### src/hdl/istc_pkg.sv
// package for the idle and standby timer block
package istc_pkg;
    localparam logic [7:0] CMD_IDLE      = 8'he3;
    localparam logic [7:0] CMD_IDLE_IMM  = 8'he1;
    localparam logic [7:0] CODE_OFF      = 8'h00;
    localparam logic [7:0] CODE_SEC_MAX  = 8'hf0;
    localparam logic [7:0] CODE_HALF_MAX = 8'hfb;
    localparam logic [7:0] CODE_21M      = 8'hfc;
    localparam logic [7:0] CODE_8H       = 8'hfd;
    localparam logic [7:0] CODE_RSVD     = 8'hfe;
    localparam logic [7:0] CODE_21M15S   = 8'hff;
    localparam int CLK_HZ         = 50000000;
    localparam int SEC_UNIT_S     = 5;
    localparam int HALF_UNIT_S    = 1800;
    localparam int MIN21_S        = 1260;
    localparam int HOUR8_S        = 28800;
    localparam int MIN21S15_S     = 1275;
    localparam int DEFAULT_S      = 60;
    localparam int HALF_BASE      = 240;
    localparam int SEC_TICK_CYC   = CLK_HZ;
    localparam logic [15:0] UNITS_21M     = 16'(MIN21_S);
    localparam logic [15:0] UNITS_8H      = 16'(HOUR8_S);
    localparam logic [15:0] UNITS_21M15S  = 16'(MIN21S15_S);
    localparam logic [15:0] UNITS_DEFAULT = 16'(DEFAULT_S);

    typedef enum logic [2:0] {
        ISTC_ACTIVE  = 3'b001,
        ISTC_IDLE    = 3'b010,
        ISTC_STANDBY = 3'b100
    } istc_mode_type;

    typedef struct packed {
        logic       valid;
        logic [7:0] opcode;
        logic [7:0] count;
    } istc_cmd_type;

    typedef struct packed {
        logic busy;
        logic intrq;
        logic spinup;
        logic standby_req;
    } istc_resp_type;
endpackage

### src/hdl/istc_top.sv
// idle and idle immediate command handling with standby countdown
//
// Functional notes
// RQ1: idle command enters idle mode, clears busy, pulses completion interrupt.
// RQ2: completion interrupt is raised at once, not after idle transition.
// RQ3: spin-up request is skipped when the spindle already rotates.
// RQ4: nonzero count enables standby timer which starts counting at once.
// RQ5: zero count disables the automatic standby timeout.
// RQ6: timer expiry while idle requests standby; one minute default.
// RQ7: codes 1 to 240 give code times five seconds.
// RQ8: codes 241 to 251 give code minus 240 times thirty minutes.
// RQ9: fch 21 min, fdh 8 h, ffh 21 min 15 s; feh reserved.
// RQ10: idle immediate enters idle mode, clears busy, pulses interrupt.
// RQ11: every idle command reloads the timer, dropping any running count.
`timescale 1ns/1ps
`default_nettype none
module istc_top
#(
    parameter int TICK_CYC = istc_pkg::SEC_TICK_CYC
) (
    input  wire logic          core_clk,
    input  wire logic          rst_b,
    input  wire istc_pkg::istc_cmd_type cmd,
    input  wire logic          spindle_on,
    input  wire logic          standby_ack,
    output istc_pkg::istc_resp_type resp,
    output istc_pkg::istc_mode_type mode
);
    import istc_pkg::*;

    localparam int TW = $clog2(TICK_CYC + 1);

    istc_mode_type mode_q, mode_d;
    logic [15:0]   secs_q, secs_d;
    logic [TW-1:0] tick_q, tick_d;
    logic          run_q, run_d;
    logic          busy_q, busy_d;
    logic          irq_q, irq_d;
    logic          spin_q, spin_d;
    logic          sreq_q, sreq_d;
    logic          is_cmd;
    logic          is_idle;
    logic          expire;
    logic [15:0]   load_secs;
    logic          load_en;

    assign is_idle = cmd.valid && cmd.opcode == CMD_IDLE;
    assign is_cmd  = cmd.valid
                     && (cmd.opcode == CMD_IDLE || cmd.opcode == CMD_IDLE_IMM);
    assign expire  = run_q && mode_q == ISTC_IDLE && secs_q == 16'h0001
                     && tick_q == TW'(0);

    // timeout decode
    always_comb begin
        load_secs = 16'h0000;
        load_en   = 1'b1;
        if (cmd.count == CODE_OFF) begin
            load_en = 1'b0; // [RQ5]
        end else if (cmd.count <= CODE_SEC_MAX) begin
            load_secs = 16'(cmd.count) * 16'(SEC_UNIT_S); // [RQ7]
        end else if (cmd.count <= CODE_HALF_MAX) begin
            load_secs = 16'(cmd.count - 8'(HALF_BASE))
                        * 16'(HALF_UNIT_S); // [RQ8]
        end else if (cmd.count == CODE_21M) begin
            load_secs = UNITS_21M; // [RQ9]
        end else if (cmd.count == CODE_8H) begin
            load_secs = UNITS_8H; // [RQ9]
        end else if (cmd.count == CODE_21M15S) begin
            load_secs = UNITS_21M15S; // [RQ9]
        end else begin
            load_secs = UNITS_DEFAULT; // [RQ9]
        end
    end

    // command and timer next state
    always_comb begin
        mode_d = mode_q;
        secs_d = secs_q;
        tick_d = tick_q;
        run_d  = run_q;
        busy_d = 1'b0;
        irq_d  = 1'b0;
        spin_d = 1'b0;
        sreq_d = sreq_q && !standby_ack;
        if (run_q && mode_q == ISTC_IDLE) begin
            if (tick_q == TW'(0)) begin
                tick_d = TW'(TICK_CYC - 1);
                secs_d = secs_q - 16'h0001;
            end else begin
                tick_d = tick_q - TW'(1);
            end
        end
        if (expire) begin
            mode_d = ISTC_STANDBY; // [RQ6]
            run_d  = 1'b0;
            sreq_d = 1'b1; // [RQ6]
        end
        if (is_cmd) begin
            mode_d = ISTC_IDLE; // [RQ1] [RQ10]
            irq_d  = 1'b1; // [RQ2]
            busy_d = 1'b0; // [RQ1] [RQ10]
            spin_d = !spindle_on; // [RQ3]
            sreq_d = 1'b0;
        end
        if (is_idle) begin
            run_d  = load_en; // [RQ4] [RQ5]
            secs_d = load_secs; // [RQ11]
            tick_d = TW'(TICK_CYC - 1); // [RQ4]
        end
    end

    always_ff @(posedge core_clk or negedge rst_b) begin
        if (!rst_b) begin
            mode_q <= ISTC_ACTIVE;
            secs_q <= UNITS_DEFAULT;
            tick_q <= '0;
            run_q  <= 1'b0;
            busy_q <= 1'b0;
            irq_q  <= 1'b0;
            spin_q <= 1'b0;
            sreq_q <= 1'b0;
        end else begin
            mode_q <= mode_d;
            secs_q <= secs_d;
            tick_q <= tick_d;
            run_q  <= run_d;
            busy_q <= busy_d;
            irq_q  <= irq_d;
            spin_q <= spin_d;
            sreq_q <= sreq_d;
        end
    end

    assign resp.busy        = busy_q;
    assign resp.intrq       = irq_q;
    assign resp.spinup      = spin_q;
    assign resp.standby_req = sreq_q;
    assign mode             = mode_q;
endmodule // istc_top
`default_nettype wire

### config.mk
export PLATFORM = sky130hd
export DESIGN_NAME = istc_top
export DESIGN_NICKNAME = d
export VERILOG_FILES = /design/src/hdl/istc_pkg.sv /design/src/hdl/istc_top.sv
export SDC_FILE = /design/constraint.sdc
export NUM_CORES = 1
export LEC_CHECK = 0
export ABC_AREA = 1
export BUFFER_PORTS_ARGS = -buffer_cell sky130_fd_sc_hd__buf_2
export CAP_MARGIN = 10
export CORE_MARGIN = 3
export CORE_UTILIZATION = 62
export CTS_BUF_LIST = sky130_fd_sc_hd__clkbuf_16
export DETAILED_ROUTE_END_ITERATION = 10
export MAX_ROUTING_LAYER = met4
export PLACE_DENSITY = 0.83
export SYNTH_ARGS = -nofsm -noshare
export SYNTH_HDL_FRONTEND = slang
export SYNTH_SLANG_ARGS = --single-unit
### constraint.sdc
create_clock -name core_clk -period 2.3 [get_ports core_clk]
set_input_delay 0.46 -clock core_clk [delete_from_list [all_inputs] [get_ports core_clk]]
set_output_delay 0.46 -clock core_clk [all_outputs]
set_load 0.02 [all_outputs]
; ---- After elaboration in Yosys (flattened, before gate mapping)
; Index checks and enable logic that the tools add are counted.
[word_totals]
register_bits = 49
inputBits = 21
out_inout_bits = 7
wordCells = 58
[classes]
add_sub_neg = 3
mul = 2
n_lt_le_gt_ge = 2
eq_ne = 7
mux = 21
n_reduce_logical = 16
[ops]
columns = op, n
row1 = $mux 16, 6
row2 = $mux 26, 3
row3 = $eq 8x8->1 const B, 5
row4 = $mux 15, 2
row5 = $logic_not 26->1, 1
row6 = $sub 26x1->26 const B, 1
row7 = $eq 16x1->1 const B, 1
row8 = $le 8x8->1 const B, 2
row9 = $mul 16x8->13 const B, 1
row10 = $sub 16x1->16 const B, 1
row11 = $mul 8x3->11 const B, 1
row12 = $mux 11, 1
row13 = $sub 8x8->9 const B, 1
row14 = $logic_not 8->1, 1
row15 = $reduce_bool 2->1, 4
row16 = $mux 1, 7
row17 = $logic_and 1x1->1, 6
row18 = $mux 3, 2
row19 = $eq 3x2->1 const B, 1
row20 = $logic_not 1->1, 2
row21 = $reduce_and 2->1, 1
row22 = $logic_or 1x1->1, 1

; ---- Depth between registers and ports, before layout
; Gate-level depths: netlist of run 1.
[depth]
word_depth = 8
depth_mapped = 22
ltp_nobuf = 22

; ---- Worst setup path before layout of run 1
; Ideal clock, no wire load.
[synth_path]
path_kind = input port to flip-flop
from = input cmd[1] in the netlist's numbering
to = register secs_q[14]
setup_time_ns = 0.116
arrival_ns = 3.228
required_ns = 2.184
setup_slack_ns = -1.045
stages = 18
n_path_buf = 0
path_cell_list = inv_1 -> fa_1 -> inv_1 -> ha_1 -> fa_1 -> ha_1 -> inv_1 -> fa_1 -> nor2_1 -> o21ai_0 -> nand2_1 -> nand2_1 -> nand3_1 -> nand2_1 -> nand3_1 -> nand2_1 -> nand2_1 -> nand2_1
[synth_via]
elab_chain_len = 7
word_cells_on_any_way = 13
cone_classes = add/sub (1) / mul (1) / order compare (2) / eq/ne (2) / mux (6) / reduce/logical (1)
[synth_lines]
columns = element, line
row1 = start: declaration, istc_top.sv:23  ; input wire istc_pkg::istc_cmd_type cmd,
row2 = branches (longest 5 deep; another with $mul 16x8->13), --
row3 = $mux 16 *, istc_top.sv:57  ; if (cmd.count == CODE_OFF) begin
row4 = $mux 16 *, istc_top.sv:105  ; if (is_idle) begin
row5 = end signal: assignment, istc_top.sv:124  ; secs_q <= secs_d;
row6 = end: declaration, istc_top.sv:34  ; logic [15:0] secs_q, secs_d;
; Every way passes the cells marked *.
; A chain may end at the register's enable or synchronous reset.

; ---- Worst setup path in the final report of run 1
; Ends and elaborated chain as after synthesis.

==> results.json, run 1 <==
{
  "status": "finished with violations",
  "violations": "setup timing",
  "setup_ws_ns": -0.9415,
  "htreeDepth": 2,
  "worstMarginPinSlew_ns": 0.6325,
  "end_kind": "flop",
  "worst_hold_slack_ns": 0.2677,
  "startpoint_type": "input pin",
  "grt_pass1_vias": 4455,
  "boundaryPins": 28,
  "intPower_mw": 1.969,
  "die_w_um": 90.98,
  "synth_top_area_cell": "dfrtp_1",
  "grt_max_degree": 50,
  "worstReg2RegStart": "tick_q[0]",
  "r2r_cells": 13,
  "ir_drop_mv": 0.3965,
  "rows": 30,
  "tritoncts": "done",
  "p_per_area_mw_per_mm2": 535.4,
  "cap_violations": 0,
  "p_leak_nw": 2.727,
  "yosysWarnings": 0,
  "drt_iter0_drc": 570,
  "cts-root-buf": "clkbuf_16",
  "place.gp.congestion": 0.9274,
  "rr_endpoint": "secs_q[11]",
  "period_minus_slack_ns": 3.241,
  "r2r_slack_ns": 0.10,
  "worstSetupPathType": "input pin to flop",
  "ant_nets": 0,
  "async_flop_share_pct": 100.0,
  "vias_per_cell": 5.953,
  "numPortBuffers": 26,
  "synthTopCellsByCount": "152 x nand2_1, 97 x inv_1, 80 x nor2_1",
  "hpwl_um": 8764,
  "relSlewSlack_pct": 57.83,
  "avgSynthCellArea_um2": 7.006,
  "diodes": 0,
  "cts_buffer_depth": 2,
  "dr.pass1.iters": 6,
  "grt_antenna_before_repair": 0,
  "synthFlopType": "dfrtp_1",
  "coreArea_mm2": 0.006907,
  "rsz0062_at_grt": "yes",
  "cts_inserted_buffers": 5,
  "cp_max_fo": 3,
  "switching_share_pct": 33.98,
  "start_util_pct": 64.82,
  "setup_tns_ns": -4.122,
  "combPwrFrac_pct": 42.7,
  "num-nets-final": 788,
  "synth.top_cell.area_share_pct": 24.59,
  "die_height_um": 90.98,
  "synth_nets": 711,
  "synth_edf_count": 0,
  "wl_per_cell_um": 17.43,
  "clk_pin_slew_ns": 0.06,
  "yosysMostFrequentCell": "nand2_1",
  "drc": 0,
  "insertion_delay_ns": 0.29,
  "setup_viol": 6,
  "syn_area_mm2": 0.004477,
  "slew_viol_final": 0,
  "grt_usage_pct": 31.12,
  "p_seq_share_pct": 29.5,
  "arrival_ns": 3.43,
  "required_ns": 2.49,
  "hp-class": "input pin to async pin",
  "ctsHoldBuffers": 0,
  "drive_above_1_share_pct": 23.15,
  "power.switching_mw": 1.014,
  "fin_skew_ns": 0.003068,
  "fmax_mhz": 308.5,
  "drt_wl_total_um": 14170,
  "synth_area_leaders": "dfrtp_1 25%, nand2_1 13%, ha_1 12%",
  "synth-seq-cells": 49,
  "yosys.cell_types.count": 44,
  "seq_area_frac_synth_pct": 27.53,
  "die-area_mm2": 0.008276,
  "syn_inst": 639,
  "vias": 4840,
  "syn_to_final_growth_pct": 24.45,
  "clockPowerShare_pct": 27.8,
  "overflow": 0,
  "hold_viol": 0,
  "finalCritPeriodShare_pct": 140.9,
  "grt_first_pass_wirelength_um": 20570,
  "cts.sinks": 49
}
[per-stage QoR]
step                utilization [%]  area, um2  instances  worst slack (ns)  total power [mW]
floorplan                         -       4524        639           -0.8275             1.461
global placement              73.03       5044        796            -1.049             1.680
detailed placement            73.03       5044        796            -1.158             1.718
CTS                           77.57       5358        808           -0.7531             2.631
global route                  80.67       5572        813            -1.056             3.098
finish                        80.67       5572        813           -0.9415             2.983
[power by group through the flow]
stage	combinational, mW	clock [mW]	sequential [mW]
6_report	1.27	0.828	0.881
2_1_floorplan	0.556	0	0.905
3_3_place_gp	0.783	0	0.896
3_5_place_dp	0.821	0	0.897
5_1_grt	1.35	0.865	0.881
4_1_cts	0.929	0.822	0.881
[routing by layer]
layer  global-route usage (%)  share of wire [%]  vias up  routed length, um
li1                         -                  -     2184                  -
met1                    40.82                 40     2228               5653
met2                    50.09                 46      337               6510
met3                    5.468                9.0       91               1272
met4                    8.166                5.2        0                737
met5                        -                  0        -                  0
[worst max-delay path, stage by stage]
cell and delay (ns):
buf_8 0.09, clkinvlp_4 0.08, fa_1 0.50, inv_2 0.05
ha_4 0.26, fa_1 0.47, ha_4 0.31, inv_2 0.04
fa_2 0.38, nor2_4 0.13, o21ai_2 0.08, nand2_1 0.09
nand2_1 0.08, nand3_1 0.08, nand2_1 0.07, nand3_1 0.09
nand2_1 0.07, nand2_1 0.05, nand2_1 0.05
[flip-flops by register name (all words and copies together), names as in the netlist]
name and count:
spin_q 1, tick_q 26, irq_q 1, mode 3
sreq_q 1, secs_q 16, run_q 1
[placed cells by master, fill, tap and decap left out, drive strengths merged, types with 3 or more instances in the layout]
cell | synthesis | routed
nand3b | 6 | 6
or2 | 7 | 7
a21oi | 25 | 25
o211ai | 3 | 3
nand2 | 156 | 156
clkbuf | 1 | 5
dfstp | 5 | 5
ha | 42 | 42
nor2 | 84 | 84
fa | 9 | 9
nand4 | 12 | 12
dfrtp | 44 | 44
xnor2 | 6 | 6
buf | 13 | 84
nor3 | 12 | 12
a31oi | 4 | 4
inv | 100 | 100
nand3 | 57 | 57
o21ai | 28 | 28
xor2 | 14 | 14
[cell type report]
cell class	count	area [um2]
Clock buffer	5	125.1
Clock inverter	3	37.54
Fill cell	461	1335
Inverter	102	399.1
Multi-Input combinational cell	474	3048
Sequential cell	49	1232
Tap cell	96	120.1
Timing Repair Buffer	84	609.3
[how the worst max path moves through the flow]
stage | start | to | cells after the start
global placement | cmd[1] | secs_q[14] | 19
detailed placement | cmd[1] | secs_q[14] | 19
global route | cmd[1] | secs_q[14] | 19
finish | cmd[1] | secs_q[14] | 19
CTS | cmd[4] | secs_q[15] | 17
floorplan | cmd[1] | secs_q[14] | 18
[cell families after synthesis]
family / Yosys count / synth area share, %
XOR/XNOR: 20 / 3.913
AO/OA/AOI/OAI: 63 / 8.161
other: 1 / 0.08377
flip-flops: 49 / 27.53
adder cells (fa/ha/maj): 51 / 15.76
AND/OR/NAND/NOR: 339 / 33.65
buffers and inverters: 116 / 10.90
[what timing repair did]
action	4_1_cts	5_1_grt
resized for setup	27	36
gates cloned	0	0
endpoints found under the setup margin	6	9
buffers inserted	4	5
pin swaps	23	31
hold endpoints to repair	0	0
No activity file was read; power rests on OpenSTA's default activity.
==> run 2: changes to the inputs <==
Settings changed: CELL_PAD_IN_SITES_DETAIL_PLACEMENT from default to 1, CELL_PAD_IN_SITES_GLOBAL_PLACEMENT from default to 2, CORE_UTILIZATION 62 to 35, PLACE_DENSITY 0.83 to 0.82.
==> results.json, run 2 (synthesized netlist as in run 1, its figures left out) <==
{
  "final_common_cell": "nand2_1",
  "p_leak_nw": 2.744,
  "slowest_stage": "fa_1",
  "required_ns": 2.48,
  "setup_viol": 5,
  "arrival_ns": 3.26,
  "regMostFlops": "tick_q",
  "place.gp.congestion": 0.8758,
  "tritoncts": "done",
  "syn_to_final_growth_pct": 26.94,
  "hold_viol": 0,
  "fill_cells": 1589,
  "hp-class": "input pin to async pin",
  "diodes": 0,
  "grt_first_pass_wirelength_um": 23350,
  "grt_usage_pct": 20.57,
  "worstReg2RegStart": "tick_q[0]",
  "worstSetupPathType": "input pin to flop",
  "cts-root-buf": "clkbuf_16",
  "rsz0062_at_grt": "yes",
  "grt_antenna_before_repair": 0,
  "period_minus_slack_ns": 3.082,
  "cts_inserted_buffers": 5,
  "fin_cells": 889,
  "htreeDepth": 2,
  "p_per_area_mw_per_mm2": 499.1,
  "insertion_delay_ns": 0.30,
  "ant_nets": 0,
  "startpoint_type": "input pin",
  "largest_register_ffs": 26,
  "ir_drop_mv": 0.3163,
  "crit_path_frequent_cell": "nand2_1",
  "numPortBuffers": 26,
  "drt_iter0_drc": 167,
  "die_w_um": 119.1,
  "die_height_um": 119.1,
  "worst_hold_slack_ns": 0.01102,
  "fin_skew_ns": 0.009161,
  "setup_ws_ns": -0.7822,
  "drt_wl_total_um": 14020,
  "status": "finished with violations",
  "cap_violations": 0,
  "ctsHoldBuffers": 0,
  "placed_cells": 870,
  "start_util_pct": 36.51,
  "coreArea_mm2": 0.01226,
  "startpoint": "cmd[1]",
  "final_cell_mix": "144 x nand2_1, 86 x inv_1, 77 x nor2_1",
  "grt_max_degree": 43,
  "drive_above_1_share_pct": 23.99,
  "vias_per_cell": 4.974,
  "clk_pin_slew_ns": 0.07,
  "finalCritPeriodShare_pct": 134.0,
  "slew_viol_final": 0,
  "cp_max_fo": 3,
  "dr.pass1.iters": 6,
  "drc": 0,
  "cpPeakStageDelay_ns": 0.51,
  "die-area_mm2": 0.01418,
  "vias": 4422,
  "end_kind": "flop",
  "overflow": 0,
  "boundaryPins": 28,
  "rows": 40,
  "hpwl_um": 10850,
  "violations": "setup timing",
  "regArea_mm2": 0.001232,
  "cts_buffer_depth": 2,
  "fmax_mhz": 324.4,
  "grt_pass1_vias": 4715,
  "setup_tns_ns": -3.505,
  "num-nets-final": 792,
  "finalPower_mw": 2.836,
  "multi_input_area_mm2": 0.003044,
  "final_util_pct": 46.35,
  "detailedPlace.worstSlack_ns": -1.262,
  "cts.sinks": 49,
  "stdcell_area_mm2": 0.005683,
  "wl_per_cell_um": 15.76,
  "path_cells": "buf_8 > clkinvlp_4 > fa_1 > inv_2 > ha_4 > fa_1 > ha_4 > inv_2 > fa_2 > nor2_4 > o21ai_2 > nand2_1 > nand2_1 > nand3_2 > nand2_1 > nand3_1 > nand2_1 > nand2_1 > nand2_1",
  "placed_area_mm2": 0.005161
}
-- run 2: power by group --
group          internal [mW]  total, mW  switching [mW]  leakage (nW)
Combinational          0.587       1.21           0.624          2.12
Clock                  0.400      0.745           0.345        0.0712
Sequential             0.874      0.880         0.00631         0.558
-- run 2: worst paths after layout --
check,endpoint,slack [ns],depth (start not counted)
hold / removal,irq_q,0.01,1
min in group core_clk,spin_q,0.32,2
setup reg to reg,secs_q[11],0.17,13
setup / recovery,secs_q[14],-0.78,19
max in group asynchronous,mode[0],1.75,2
hold reg to reg,mode[0],0.47,2
-- run 2: routing by layer --
| metal | vias to the layer above | wire length, um | track usage, % |
|---|---|---|---|
| li1 | 2199 | - | - |
| met1 | 2155 | 6730 | 27.19 |
| met2 | 55 | 6842 | 33.95 |
| met3 | 13 | 295 | 2.944 |
| met4 | 0 | 146 | 3.838 |
| met5 | - | 0 | - |
-- run 2: worst max-delay path, delay by kind of cell --
| kind | cells | cell delay (ns) |
|---|---|---|
| compound gates | 1 | 0.07 |
| fa+ha+maj | 5 | 1.88 |
| buf+inv | 4 | 0.25 |
| simple gates | 9 | 0.59 |
-- run 2: repair_timing --
item	CTS	global route
setup buffers	5	7
setup endpoints to repair	8	8
pin swaps	22	31
gates resized for setup	28	35
-- run 2: layout make-up --
cell class                      count  area share (%)
Inverter                          102           7.023
Multi-Input combinational cell    474           53.57
Tap cell                          168           3.699
Timing Repair Buffer               88           11.51
Sequential cell                    49           21.69
Clock buffer                        5           2.202
Clock inverter                      3          0.3082
==> run 3: changes to the inputs <==
Clock period 2.3 ns to 2.85 ns, I/O delays scaled along.
==> results.json, run 3 (synthesized netlist as in run 1, its figures left out) <==
{
  "status": "finished with violations",
  "violations": "setup timing",
  "ir_drop_mv": 0.2089,
  "syn_to_final_growth_pct": 22.89,
  "grt_first_pass_wirelength_um": 23340,
  "grt_max_degree": 32,
  "slowest_stage": "fa_1",
  "die_w_um": 119.1,
  "relSlewSlack_pct": 65.47,
  "ctsHoldBuffers": 0,
  "final_cell_mix": "146 x nand2_1, 85 x inv_1, 79 x nor2_1",
  "rr_endpoint": "secs_q[11]",
  "numPortBuffers": 26,
  "cpPeakStageDelay_ns": 0.50,
  "fmax_mhz": 309.1,
  "stdcell_area_mm2": 0.005502,
  "hpwl_um": 10870,
  "cts_buffer_depth": 2,
  "hold_viol": 0,
  "insertion_delay_ns": 0.29,
  "rsz0062_at_grt": "yes",
  "placed_area_mm2": 0.005059,
  "cp_max_fo": 3,
  "setup_ws_ns": -0.3847,
  "arrival_ns": 3.45,
  "required_ns": 3.07,
  "tritoncts": "done",
  "wl_per_cell_um": 15.83,
  "worstReg2RegStart": "tick_q[0]",
  "htreeDepth": 2,
  "boundaryPins": 28,
  "fill_cells": 1584,
  "dr.pass1.iters": 4,
  "setup_tns_ns": -1.387,
  "die-area_mm2": 0.01418,
  "fin_skew_ns": 0.009700,
  "cts.sinks": 49,
  "path_delay_family": "adder cells",
  "cts-root-buf": "clkbuf_16",
  "vias": 4301,
  "p_leak_nw": 2.677,
  "start_util_pct": 36.51,
  "setup_viol": 5,
  "grt_usage_pct": 20.70,
  "worst_hold_slack_ns": 0.1293,
  "coreArea_mm2": 0.01226,
  "cap_violations": 0,
  "p_per_area_mw_per_mm2": 431.3,
  "grt_antenna_before_repair": 0,
  "regMostFlops": "tick_q",
  "ant_nets": 0,
  "finalCritPeriodShare_pct": 113.5,
  "r2r_slack_ns": 0.63,
  "cts_inserted_buffers": 5,
  "num-nets-final": 776,
  "grt_pass1_vias": 4611,
  "hp-class": "input pin to async pin",
  "end_kind": "flop",
  "clk_pin_slew_ns": 0.07,
  "overflow": 0,
  "die_height_um": 119.1,
  "finalPower_mw": 2.373,
  "vias_per_cell": 4.927,
  "drt_wl_total_um": 13820,
  "place.gp.congestion": 0.8315,
  "largest_register_ffs": 26,
  "final_common_cell": "nand2_1",
  "rows": 40,
  "slew_viol_final": 0,
  "worst-path-buf-inv": 7,
  "path_cells": "buf_8 > clkinvlp_4 > fa_1 > inv_2 > ha_4 > fa_1 > ha_4 > inv_2 > fa_2 > buf_4 > buf_6 > inv_2 > nor2_1 > o21ai_2 > nand3_2 > a31oi_2",
  "drt_iter0_drc": 181,
  "diodes": 0,
  "worstSetupPathType": "input pin to flop",
  "final_util_pct": 44.87,
  "crit_path_frequent_cell": "inv_2",
  "drc": 0,
  "worstMarginPinSlew_ns": 0.5132,
  "r2r_cells": 13,
  "startpoint_type": "input pin",
  "period_minus_slack_ns": 3.235,
  "drive_above_1_share_pct": 20.71
}
==> run 3: cell types whose count changed in the layout (fill, tap and decap cells not counted), moves of 3 or more <==
cell | before | now
buf_4 | 59 | 43
ha_4 | 16 | 9
ha_1 | 26 | 32
nand3_1 | 49 | 52
nand3_2 | 7 | 4
==> run 3: routing by layer <==
layer / share of wire (%) / track usage [%] / routed length [um] / vias up
met5: 0 / - / 0 / -
met2: 48 / 33.98 / 6661 / 44
li1: - / - / - / 2162
met4: 0.90 / 2.969 / 125 / 0
met1: 49 / 28.17 / 6774 / 2083
met3: 1.9 / 2.517 / 260 / 12
==> run 3: area by class of cell <==
cell class | instances | area [um2] | share of cell area [%]
Clock buffer | 5 | 125.1 | 2.274
Clock inverter | 3 | 68.82 | 1.251
Inverter | 102 | 396.6 | 7.209
Multi-Input combinational cell | 474 | 2947 | 53.56
Sequential cell | 49 | 1232 | 22.40
Tap cell | 168 | 210.2 | 3.821
Timing Repair Buffer | 72 | 521.8 | 9.484
==> run 3: per-stage QoR <==
step | instances | worst slack [ns]
6_report | 873 | -0.3847
2_1_floorplan | 639 | -0.3875
5_1_grt | 873 | -0.5288
3_5_place_dp | 858 | -0.7727
4_1_cts | 870 | -0.3681
3_3_place_gp | 858 | -0.6652
==> run 3: how the worst max path moves through the flow <==
stage | slack, ns | endpoint | cells past startpoint | startpoint
after floorplan | -0.39 | secs_q[14] | 18 | cmd[1]
after global placement | -0.67 | secs_q[14] | 18 | cmd[4]
after detailed placement | -0.77 | secs_q[14] | 19 | cmd[1]
after CTS | -0.37 | secs_q[14] | 19 | cmd[1]
after global routing | -0.53 | secs_q[14] | 19 | cmd[1]
final | -0.38 | secs_q[12] | 16 | cmd[1]
==> run 3: what timing repair did <==
action                                  CTS  global route
endpoints found under the setup margin    5             5
buffers inserted                          5             3
gates resized for setup                  28            20
pin swaps                                22            27
==> run 3: worst register-to-register path: cells and delay by family, from the launching register on <==
| kind | cells | cell delay (ns) |
|---|---|---|
| adders and majority gates | 1 | 0.19 |
| buffers and inverters | 2 | 0.41 |
| AOI/OAI and AO/OA | 1 | 0.15 |
| DFF | 1 | 0.39 |
| and+or+nand+nor | 9 | 0.99 |
==> run 3: power breakdown <==
group | total, mW | internal, mW | switching, mW | leakage (nW)
Combinational | 0.875 | 0.408 | 0.467 | 2.02
Sequential | 0.711 | 0.705 | 0.00552 | 0.558
Clock | 0.787 | 0.507 | 0.280 | 0.0944
